$ cat src/status_ind_pkg.sv
// constants and types shared by the status indication logic
package status_ind_pkg;

  // ==========================================
  // lamp patterns
  typedef enum logic [2:0] {
    LAMP_OFF,
    LAMP_SEARCH,
    LAMP_NOT_REG,
    LAMP_TURNING_OFF,
    LAMP_REGISTERED,
    LAMP_CALL
  } lamp_mode_t;

  // ==========================================
  // timing, given in milliseconds and turned into clock cycles
  localparam int unsigned CLK_HZ = 100000000;
  localparam int unsigned FAST_PERIOD_MS = 1000;
  localparam int unsigned FAST_ON_MS = 500;
  localparam int unsigned SLOW_PERIOD_MS = 3000;
  localparam int unsigned SLOW_ON_MS = 300;
  localparam int unsigned CYC_PER_MS = CLK_HZ / 1000;
  localparam int unsigned FAST_PERIOD_CYC = FAST_PERIOD_MS * CYC_PER_MS;
  localparam int unsigned FAST_ON_CYC = FAST_ON_MS * CYC_PER_MS;
  localparam int unsigned SLOW_PERIOD_CYC = SLOW_PERIOD_MS * CYC_PER_MS;
  localparam int unsigned SLOW_ON_CYC = SLOW_ON_MS * CYC_PER_MS;

  // thermal indication interval, a plain choice of 100 ms
  localparam int unsigned THERM_INTERVAL_MS = 100;
  localparam int unsigned THERM_INTERVAL_CYC = THERM_INTERVAL_MS * CYC_PER_MS;

  localparam int unsigned CNT_W = 32;
  localparam int unsigned TEMP_W = 12;

endpackage

$ cat src/blink_gen.sv
// period and on-time generator for the status lamp
`timescale 1ns/10ps
`default_nettype none
module blink_gen #(
  parameter int unsigned CNT_W = 32
) (
  // clock and reset
  input wire logic clk,
  input wire logic arst_n,
  // control
  input wire logic restart,
  input wire logic [CNT_W-1:0] period_cyc,
  input wire logic [CNT_W-1:0] on_cyc,
  // result
  output logic lamp_on
);

  logic [CNT_W-1:0] cnt_reg;
  logic [CNT_W-1:0] cnt_next;

  // wrap at period end, restart from start of on-phase
  always_comb begin
    if (restart || (cnt_reg >= period_cyc - {{(CNT_W-1){1'b0}}, 1'b1})) begin
      cnt_next = '0;
    end else begin
      cnt_next = cnt_reg + {{(CNT_W-1){1'b0}}, 1'b1};
    end
  end

  always_ff @(posedge clk or negedge arst_n) begin
    if (!arst_n) begin
      cnt_reg <= '0;
    end else begin
      cnt_reg <= cnt_next;
    end
  end

  assign lamp_on = (cnt_reg < on_cyc);

endmodule
`default_nettype wire

$ cat src/status_indicators.sv
// status lamp, boot-complete flag and thermal alarm pin of the module
`timescale 1ns/10ps
`default_nettype none

// Contract
// [RULE_01] output pins are push-pull: driven both high and low, no pull-up needed; the code leaves them undriven until the first clock after reset
// [RULE_02] lamp low while device off, high continuously while a call is active
// [RULE_03] fast blink, 1 s period, 0.5 s on, for search, unregistered, turning off
// [RULE_04] slow blink, 3 s period, 0.3 s on, while registered with full service
// [RULE_05] boot-complete flag stays low until the boot sequence finishes
// [RULE_06] flag goes high once commands are accepted; host waits for it
// [RULE_07] thermal monitor gives periodic temperature indications while enabled
// [RULE_08] when configured, alarm pin rises once maximum temperature is reached; the code raises it only at an indication tick while the monitor is enabled
// [RULE_09] lamp pattern change restarts the blink period at the on-phase; the code restarts only when the blink shape changes, not between fast patterns
module status_indicators #(
  parameter int unsigned FAST_PERIOD = status_ind_pkg::FAST_PERIOD_CYC,
  parameter int unsigned FAST_ON = status_ind_pkg::FAST_ON_CYC,
  parameter int unsigned SLOW_PERIOD = status_ind_pkg::SLOW_PERIOD_CYC,
  parameter int unsigned SLOW_ON = status_ind_pkg::SLOW_ON_CYC,
  parameter int unsigned THERM_INTERVAL = status_ind_pkg::THERM_INTERVAL_CYC
) (
  // clock and reset
  input wire logic clk,
  input wire logic arst_n,
  // device state from firmware, same clock
  input wire status_ind_pkg::lamp_mode_t lamp_mode,
  input wire logic boot_done,
  // thermal monitor setup, same clock
  input wire logic therm_enable,
  input wire logic therm_alarm_cfg,
  input wire logic [status_ind_pkg::TEMP_W-1:0] therm_limit,
  input wire logic [status_ind_pkg::TEMP_W-1:0] temp_value,
  // pins
  output logic network_status_lamp,
  output logic network_status_lamp_oe,
  output logic boot_complete_flag,
  output logic boot_complete_flag_oe,
  output logic thermal_alarm,
  output logic thermal_alarm_oe,
  // periodic temperature indication
  output logic therm_report_valid,
  output logic [status_ind_pkg::TEMP_W-1:0] therm_report
);

  // counter and temperature widths shared with the package
  localparam int unsigned CW = status_ind_pkg::CNT_W;
  localparam int unsigned TW = status_ind_pkg::TEMP_W;

  // ==========================================
  // lamp pattern selection
  status_ind_pkg::lamp_mode_t mode_reg;
  status_ind_pkg::lamp_mode_t mode_next;
  logic fast_now;
  logic fast_held;
  logic shape_change;
  logic restart;
  logic blink_on;
  logic [CW-1:0] period_sel;
  logic [CW-1:0] on_sel;
  logic lamp_reg;
  logic lamp_next;

  // true for the patterns that share the fast blink
  function automatic logic is_fast(input status_ind_pkg::lamp_mode_t m);
    is_fast = (m == status_ind_pkg::LAMP_SEARCH) || (m == status_ind_pkg::LAMP_NOT_REG) ||
              (m == status_ind_pkg::LAMP_TURNING_OFF);
  endfunction

  // restart only when the blink shape changes, so search to
  // unregistered keeps its rhythm instead of a doubled pulse;
  // period and on-time follow the registered pattern, the same one
  // the lamp level uses, so the edge before a restart still shows
  // the old shape and never a mix of old count and new on-time
  always_comb begin
    mode_next = lamp_mode;
    fast_now = is_fast(lamp_mode);
    fast_held = is_fast(mode_reg);
    shape_change = (lamp_mode != mode_reg) && !(fast_now && fast_held);
    restart = shape_change; // RULE_09
    if (fast_held) begin
      period_sel = CW'(FAST_PERIOD); // RULE_03
      on_sel = CW'(FAST_ON);
    end else begin
      period_sel = CW'(SLOW_PERIOD); // RULE_04
      on_sel = CW'(SLOW_ON);
    end
  end

  // limitation: a restart that lands inside an on-phase carries it
  // straight into the new on-phase, since the count restarts lit
  blink_gen #(
    .CNT_W(CW)
  ) u_blink (
    .clk(clk),
    .arst_n(arst_n),
    .restart(restart),
    .period_cyc(period_sel),
    .on_cyc(on_sel),
    .lamp_on(blink_on)
  );

  // lamp level per pattern
  always_comb begin
    case (mode_reg)
      status_ind_pkg::LAMP_OFF: lamp_next = 1'b0; // RULE_02
      status_ind_pkg::LAMP_CALL: lamp_next = 1'b1; // RULE_02
      status_ind_pkg::LAMP_SEARCH,
      status_ind_pkg::LAMP_NOT_REG,
      status_ind_pkg::LAMP_TURNING_OFF,
      status_ind_pkg::LAMP_REGISTERED: lamp_next = blink_on; // RULE_03 RULE_04
      // spare codes of the 3-bit mode keep the lamp dark
      default: lamp_next = 1'b0;
    endcase
  end

  // pattern and lamp level registered together
  always_ff @(posedge clk or negedge arst_n) begin
    if (!arst_n) begin
      mode_reg <= status_ind_pkg::LAMP_OFF;
      lamp_reg <= 1'b0;
    end else begin
      mode_reg <= mode_next;
      lamp_reg <= lamp_next;
    end
  end

  // ==========================================
  // boot-complete flag
  logic boot_reg;
  logic boot_next;

  // low until boot finishes, then stays high until reset
  // a one-cycle boot_done pulse is enough, the flag holds it
  always_comb begin
    boot_next = boot_reg | boot_done; // RULE_05 RULE_06
  end

  // flag register, cleared only by reset
  always_ff @(posedge clk or negedge arst_n) begin
    if (!arst_n) begin
      boot_reg <= 1'b0;
    end else begin
      boot_reg <= boot_next;
    end
  end

  // ==========================================
  // thermal monitor
  logic [CW-1:0] tick_reg;
  logic [CW-1:0] tick_next;
  logic rep_valid_reg;
  logic rep_valid_next;
  logic [TW-1:0] rep_reg;
  logic [TW-1:0] rep_next;
  logic alarm_reg;
  logic alarm_next;
  logic limit_hit;

  // the alarm follows the sampled report, so it only rises on
  // an indication tick; a limit reached between ticks waits at most one interval;
  // the tick restarts from zero on enable, so the first report is a full interval late
  always_comb begin
    limit_hit = (temp_value >= therm_limit); // reached counts as equal
    tick_next = tick_reg;
    rep_valid_next = 1'b0;
    rep_next = rep_reg;
    alarm_next = alarm_reg;
    if (!therm_enable) begin
      tick_next = '0;
      alarm_next = 1'b0;
    end else if (tick_reg >= CW'(THERM_INTERVAL) - {{(CW-1){1'b0}}, 1'b1}) begin
      tick_next = '0;
      rep_valid_next = 1'b1; // RULE_07
      rep_next = temp_value;
      alarm_next = therm_alarm_cfg && limit_hit; // RULE_08
    end else begin
      tick_next = tick_reg + {{(CW-1){1'b0}}, 1'b1};
    end
    if (!therm_alarm_cfg) begin
      alarm_next = 1'b0;
    end
  end

  // tick, report and alarm registers
  always_ff @(posedge clk or negedge arst_n) begin
    if (!arst_n) begin
      tick_reg <= '0;
      rep_valid_reg <= 1'b0;
      rep_reg <= '0;
      alarm_reg <= 1'b0;
    end else begin
      tick_reg <= tick_next;
      rep_valid_reg <= rep_valid_next;
      rep_reg <= rep_next;
      alarm_reg <= alarm_next;
    end
  end

  // ==========================================
  // pin drive: push-pull, enables always on out of reset
  // the enables stay low during reset, so the board sees floating
  // pins until the first clock edge after release
  logic oe_reg;

  // one shared enable flop for all three pins
  always_ff @(posedge clk or negedge arst_n) begin
    if (!arst_n) begin
      oe_reg <= 1'b0;
    end else begin
      oe_reg <= 1'b1; // RULE_01
    end
  end

  assign network_status_lamp = lamp_reg;
  assign network_status_lamp_oe = oe_reg;
  assign boot_complete_flag = boot_reg;
  assign boot_complete_flag_oe = oe_reg;
  assign thermal_alarm = alarm_reg;
  assign thermal_alarm_oe = oe_reg;
  assign therm_report_valid = rep_valid_reg;
  assign therm_report = rep_reg;

endmodule
`default_nettype wire

$ cat config.mk
export PLATFORM = sky130hd
export DESIGN_NAME = status_indicators
export DESIGN_NICKNAME = d
export VERILOG_FILES = /design/src/status_ind_pkg.sv /design/src/blink_gen.sv /design/src/status_indicators.sv
export SDC_FILE = /design/constraint.sdc
export NUM_CORES = 1
export LEC_CHECK = 0
export ABC_AREA = 0
export ABC_CLOCK_PERIOD_IN_PS = 2960
export BUFFER_PORTS_ARGS = -buffer_cell sky130_fd_sc_hd__buf_2
export CAP_MARGIN = 20
export CORE_MARGIN = 2
export CORE_UTILIZATION = 50
export CTS_BUF_LIST = sky130_fd_sc_hd__clkbuf_8
export DETAILED_ROUTE_END_ITERATION = 10
export PLACE_DENSITY = 0.73
export SLEW_MARGIN = 10
export SYNTH_ARGS = -nofsm -noshare
export SYNTH_HDL_FRONTEND = slang
export SYNTH_SLANG_ARGS = --single-unit
$ cat constraint.sdc
create_clock -name clk -period 2.96 [get_ports clk]
set_input_delay 0.148 -clock clk [delete_from_list [all_inputs] [get_ports clk]]
set_output_delay 0.148 -clock clk [all_outputs]
set_load 0.01 [all_outputs]
=== Word level (Yosys, flattened, before mapping) ===
Index checks and enable logic that the tools add are counted.

* Register bits: 84
* Bits of input ports: 32
* Word-level logic and storage cells: 49

* Add/subtract/negate cells: 3
* Order comparisons: 4
* Equal/unequal tests: 10
* Muxes and demuxes: 11
* Bitwise gates (word level): 1
* Reduce and logical (&&, ||, !) cells: 11

{| class="wikitable"
|+ Operators with widths
! operator !! count
|-
| $mux 32 || 3
|-
| $add 32x1->32 const B || 2
|-
| $ge 32x24->1 const B || 1
|-
| $ge 32x32->1 || 1
|-
| $lt 32x26->1 || 1
|-
| $sub 29x1->30 const B || 1
|-
| $mux 29 || 1
|-
| $mux 26 || 1
|-
| $eq 3x2->1 const B || 4
|-
| $ge 12x12->1 || 1
|-
| $eq 3x1->1 const B || 2
|-
| $eq 3x3->1 const B || 2
|-
| $logic_or 1x1->1 || 5
|-
| $mux 1 || 5
|-
| $reduce_or 4->1 || 1
|-
| $logic_and 1x1->1 || 3
|-
| $ne 3x2->1 const B || 1
|-
| $ne 3x3->1 || 1
|-
| $pmux 1 s2 || 1
|-
| $reduce_and 2->1 || 1
|-
| $logic_not 1->1 || 1
|-
| $or 1x1->1 || 1
|}

=== Logic depth before layout (Yosys ltp) ===
* Depth after elaboration: 8
* Gate-level depth with buffers: 11
* Depth with buffers taken out: 9

=== Modules after synthesis ===
From an unflattened synthesis, not the netlist that was laid out.

* Cells, all modules: 648
* Area, all modules: 6117.1 um^2

{| class="wikitable"
|+ By module, submodules not included
! module !! times used !! cells an instance !! area each (um^2) !! sequential area each (um^2)
|-
| blink_gen || 1 || 410 || 3513.4 || 800.8
|-
| status_indicators || 1 || 238 || 2603.7 || 1301.2
|}

=== Worst setup path before layout ===
No wires, ideal clock.

* Kind: register to register
* Start: reg mode_reg[2]
* End: reg u_blink.cnt_reg[29]
* Arrival time: 2529 ps
* Required time: 2889 ps
* Slack: 360 ps
* Stages on the path, launching flop included: 12
* Period minus slack after synthesis: 2600 ps
* Cell sequence: dfrtp_1 > clkbuf_1 > o21bai_2 > inv_2 > ha_1 > or4_4 > nor2_1 > a2111oi_1 > o311ai_2 > nand4_2 > buf_6 > nor2_2

* Word-level cells in the longest chain between the ends: 8
* Elaborated cells between the ends (all ways): 14

{| class="wikitable"
|+ RTL lines
! item !! line !! RTL
|-
| from (decl) || status_indicators.sv:51 || <nowiki>status_ind_pkg::lamp_mode_t mode_reg;</nowiki>
|-
| from (signal assigned) || status_indicators.sv:119 || <nowiki>mode_reg <= status_ind_pkg::LAMP_OFF;</nowiki>
|-
| from (signal assigned) || status_indicators.sv:122 || <nowiki>mode_reg <= mode_next;</nowiki>
|-
| $eq 3x1->1 or $eq 3x2->1 (tied branches) || status_indicators.sv:65 || <nowiki>is_fast = (m == status_ind_pkg::LAMP_SEARCH) || (m == status_ind_pkg::LAMP_NOT_REG) ||</nowiki>
|-
| $logic_or 1x1->1 (2 in series) || status_indicators.sv:65 ||
|-
| $mux 29 or $logic_and 1x1->1 (tied branches) || status_indicators.sv:80, status_indicators.sv:78 ||
|-
| $sub 29x1->30 or $logic_not 1->1 (tied branches) || blink_gen.sv:23, status_indicators.sv:78 ||
|-
| $ge 32x32->1 or $logic_and 1x1->1 (tied branches) || blink_gen.sv:23, status_indicators.sv:78 ||
|-
| $logic_or 1x1->1 (*) || blink_gen.sv:23 || <nowiki>if (restart || (cnt_reg >= period_cyc - {{(CNT_W-1){1'b0}}, 1'b1})) begin</nowiki>
|-
| $mux 32 (*) || blink_gen.sv:23 ||
|-
| via u_blink.cnt_next[29] || blink_gen.sv:19 || <nowiki>logic [CNT_W-1:0] cnt_next;</nowiki>
|-
| to (signal assigned) || blink_gen.sv:34 || <nowiki>cnt_reg <= cnt_next;</nowiki>
|-
| to (decl) || blink_gen.sv:18 || <nowiki>logic [CNT_W-1:0] cnt_reg;</nowiki>
|}

Mark *: on every way through the listed nets, which the timed path passes. The rest lies on a longest branch.
A chain may end at the register's enable or synchronous reset.

=== Final worst setup path ===
* Start: reg mode_reg[1]
* End: reg u_blink.cnt_reg[4]

The elaborated chain is that of the path after synthesis.

==> impl_metrics.tcl <==
set metrics [dict create \
    cp-end-kind "flop" \
    final_cell_mix "dfrtp_1, nor2_1, buf_2" \
    cts.sinks 84 \
    grt_max_degree 85 \
    worst_r2r_path_depth 10 \
    ioPinCount 51 \
    initial_core_util 0.5113 \
    synth_cell_type_count 54 \
    clock_path_buffers 2 \
    die_w_um 97.98 \
    cts_tree "yes" \
    synth_seq_area_share 0.4761 \
    clock_skew_ns 0.01000 \
    port_buffers 50 \
    tightest_slew_ns 0.5822 \
    max_freq_mhz 369.0 \
    clk_latency_ns 0.35 \
    drt-total-wl_mm 7.885 \
    grt_pass1_vias 3176 \
    cts_setup_buffers 0 \
    internal_power_mw 1.665 \
    synthFlopType "dfrtp_1" \
    reg2reg_slack_ns 0.25 \
    cts_buffers 9 \
    run_status "finished, final reports clean" \
    worstPathArrival_ns 2.99 \
    grt_overflow 0 \
    drc 0 \
    critPathLaunchType "flop" \
    setup_viol 0 \
    core_mm2 0.008636 \
    drive_above_1_share 0.2213 \
    holdCritPathClass "in2reg" \
    synth_warnings 0 \
    rsz0062_at_grt "false" \
    initialDrtViolationCount 157 \
    syn-instance-count 439 \
    grt_pass1_wl_mm 13.72 \
    die_area_mm2 0.009599 \
    min_path_cells 2 \
    synth_area_mm2 0.004415 \
    setup_tns_ns 0 \
    mostFrequentLayoutCell "dfrtp_1" \
    worstPathMaxFanout 19 \
    combPwrFrac 0.082 \
    grtUsageTotal 0.1718 \
    num_vias 3227 \
    route.detailed.wl_per_inst_um 12.84 \
    firstDrtPassIters 4 \
    n_antenna_cell 0 \
    drv_cap 0 \
    ys_ff_latch 84 \
    power_leakage_nw 2.146 \
    drv_slew 0 \
    ys_async_sr_fraction 1.000 \
    power_switching_uw 521.5 \
    max-slew-margin-rel 0.6109 \
    viasPerCell 5.256 \
    fp-row-count 34 \
    dp_hpwl_mm 5.461 \
    area_growth_pct 14.08 \
    sequentialPowerShare 0.544 \
    clkPwrFrac 0.374 \
    postSynthAreaPerCell_um2 10.06 \
    place.gp.congestion 0.7979 \
    hold_end "therm_report[9]" \
    power_density_mw_per_mm2 434.1 \
    vdd_drop_max_uv 175.9 \
    worstSetupPathType "reg2reg" \
    hold_violations 0 \
    ant_nets 0 \
    reg2reg_from "mode_reg[1]" \
    worst_ep_required_time_ns 3.24 \
    fin_crit_sh 0.9156 \
    swShare 0.2385 \
    fin_util 0.5833 \
    cts_max_level 3 \
    nets 552 \
    worstReg2RegEnd "u_blink.cnt_reg[4]" \
    synth_edf_count 0 \
    cts_root_buf "clkbuf_8" \
    die_h_um 97.98 \
    antenna_found_initial 0 \
    hold_path.startpoint "temp_value[9]" \
    clk_pin_slew_ns 0.09 \
    period_minus_slack_ns 2.710 \
]
## what timing repair did
| action | CTS | global route |
|---|---|---|
| resized for setup | 0 | 0 |
| endpoints found under the hold margin | 4 | 41 |
| hold buffers | 4 | 1 |
| setup endpoints to repair | 0 | 0 |
## per-stage QoR
stage                     hold slack, ns  instances  setup slack (ns)  cell area, um2  power [mW]
after floorplan                  -0.1476        448            0.3603            4449       1.302
after global placement            0.3037        592            0.3848            4766       1.381
after detailed placement          0.2982        592            0.2830            4766       1.386
after CTS                       0.005731        612            0.2662            5007       2.206
after global routing            0.006212        614           0.07421            5037       2.276
final                            0.02006        614            0.2498            5037       2.186
## metal layers
layer  up-vias  part of all wire  track usage  wire length, um
li1       1618                 -            -                -
met1      1530              0.48       0.2237             3793
met2        70              0.46       0.2745             3604
met3         9             0.052      0.05727              412
met4         0            0.0095      0.05235               75
met5         -                 0            0                0
## critical path, cell delays in order, from the launching register on
cell and delay (ns):
dfrtp_1 0.46, o21bai_2 0.32, inv_2 0.07, ha_1 0.20
or4_4 0.53, nor2_1 0.10, a2111oi_1 0.12, o311ai_2 0.30
nand4_2 0.14, buf_4 0.25, nor2_2 0.14
## worst max path at each step
stage                startpoint             endpoint  slack (ns)  cells after the start
floorplan           mode_reg[2]  u_blink.cnt_reg[29]        0.36                     11
global placement    mode_reg[1]  u_blink.cnt_reg[14]        0.38                     10
detailed placement  mode_reg[1]   u_blink.cnt_reg[4]        0.28                     10
CTS                 mode_reg[1]   u_blink.cnt_reg[5]        0.27                     10
global route        mode_reg[1]   u_blink.cnt_reg[4]        0.07                     10
finish              mode_reg[1]   u_blink.cnt_reg[4]        0.25                     10
## cells by family after synthesis
| kind of cell | synth area share |
|---|---|
| xor+xnor | 0.1012 |
| fa+ha+maj | 0.05384 |
| buf+inv | 0.04250 |
| other cells | 0.001701 |
| mux | 0.03060 |
| simple gates | 0.2230 |
| flops | 0.4761 |
| compound gates | 0.07113 |
## area by class of cell
cell class	count	area, um2
clock buffers	10	137.6
clock inverters	6	63.81
fillers	739	3598
inverters	23	86.33
multi-input cells	323	2160
flip-flops and latches	84	2102
well taps	108	135.1
repair buffers	60	352.8
## synth_stat cells, types with 2 or more instances
| library cell | n | area (um2) |
|---|---|---|
| nor3_1 | 11 | 55.05 |
| nand4_1 | 14 | 87.58 |
| or3_1 | 4 | 25.02 |
| o31a_1 | 2 | 17.52 |
| nand2_1 | 20 | 75.07 |
| or2_2 | 2 | 12.51 |
| nor3b_1 | 2 | 15.01 |
| mux2_1 | 9 | 101.4 |
| or4_1 | 2 | 15.01 |
| o211ai_1 | 7 | 52.55 |
| and4_1 | 5 | 43.79 |
| a211o_1 | 2 | 17.52 |
| nor2_2 | 30 | 187.7 |
| buf_1 | 2 | 7.510 |
| nand2b_1 | 2 | 12.51 |
| buf_2 | 3 | 15.01 |
| nor2b_1 | 2 | 12.51 |
| inv_1 | 22 | 82.58 |
| nor4_1 | 4 | 25.02 |
| and2_1 | 2 | 12.51 |
| nand3_1 | 20 | 100.1 |
| and3_1 | 9 | 56.30 |
| a211oi_1 | 2 | 15.01 |
| xnor2_1 | 24 | 210.2 |
| dfrtp_1 | 84 | 2102 |
| nor2_1 | 50 | 187.7 |
| clkbuf_1 | 8 | 30.03 |
| mux2_2 | 3 | 33.78 |
| conb_1 | 2 | 7.510 |
| buf_6 | 3 | 33.78 |
| xor2_1 | 27 | 236.5 |
| buf_4 | 2 | 15.01 |
| a21oi_1 | 10 | 50.05 |
| o21ai_0 | 10 | 50.05 |
| ha_1 | 19 | 237.7 |
## power groups by stage
| stage | clock network [mW] | registers (mW) | logic, mW |
|---|---|---|---|
| after floorplan | 0 | 1.22 | 0.0810 |
| after global placement | 0 | 1.21 | 0.169 |
| after detailed placement | 0 | 1.21 | 0.173 |
| after CTS | 0.838 | 1.19 | 0.177 |
| after global routing | 0.879 | 1.19 | 0.203 |
| final | 0.818 | 1.19 | 0.178 |
Note: power is estimated with default switching activity, not from simulation.
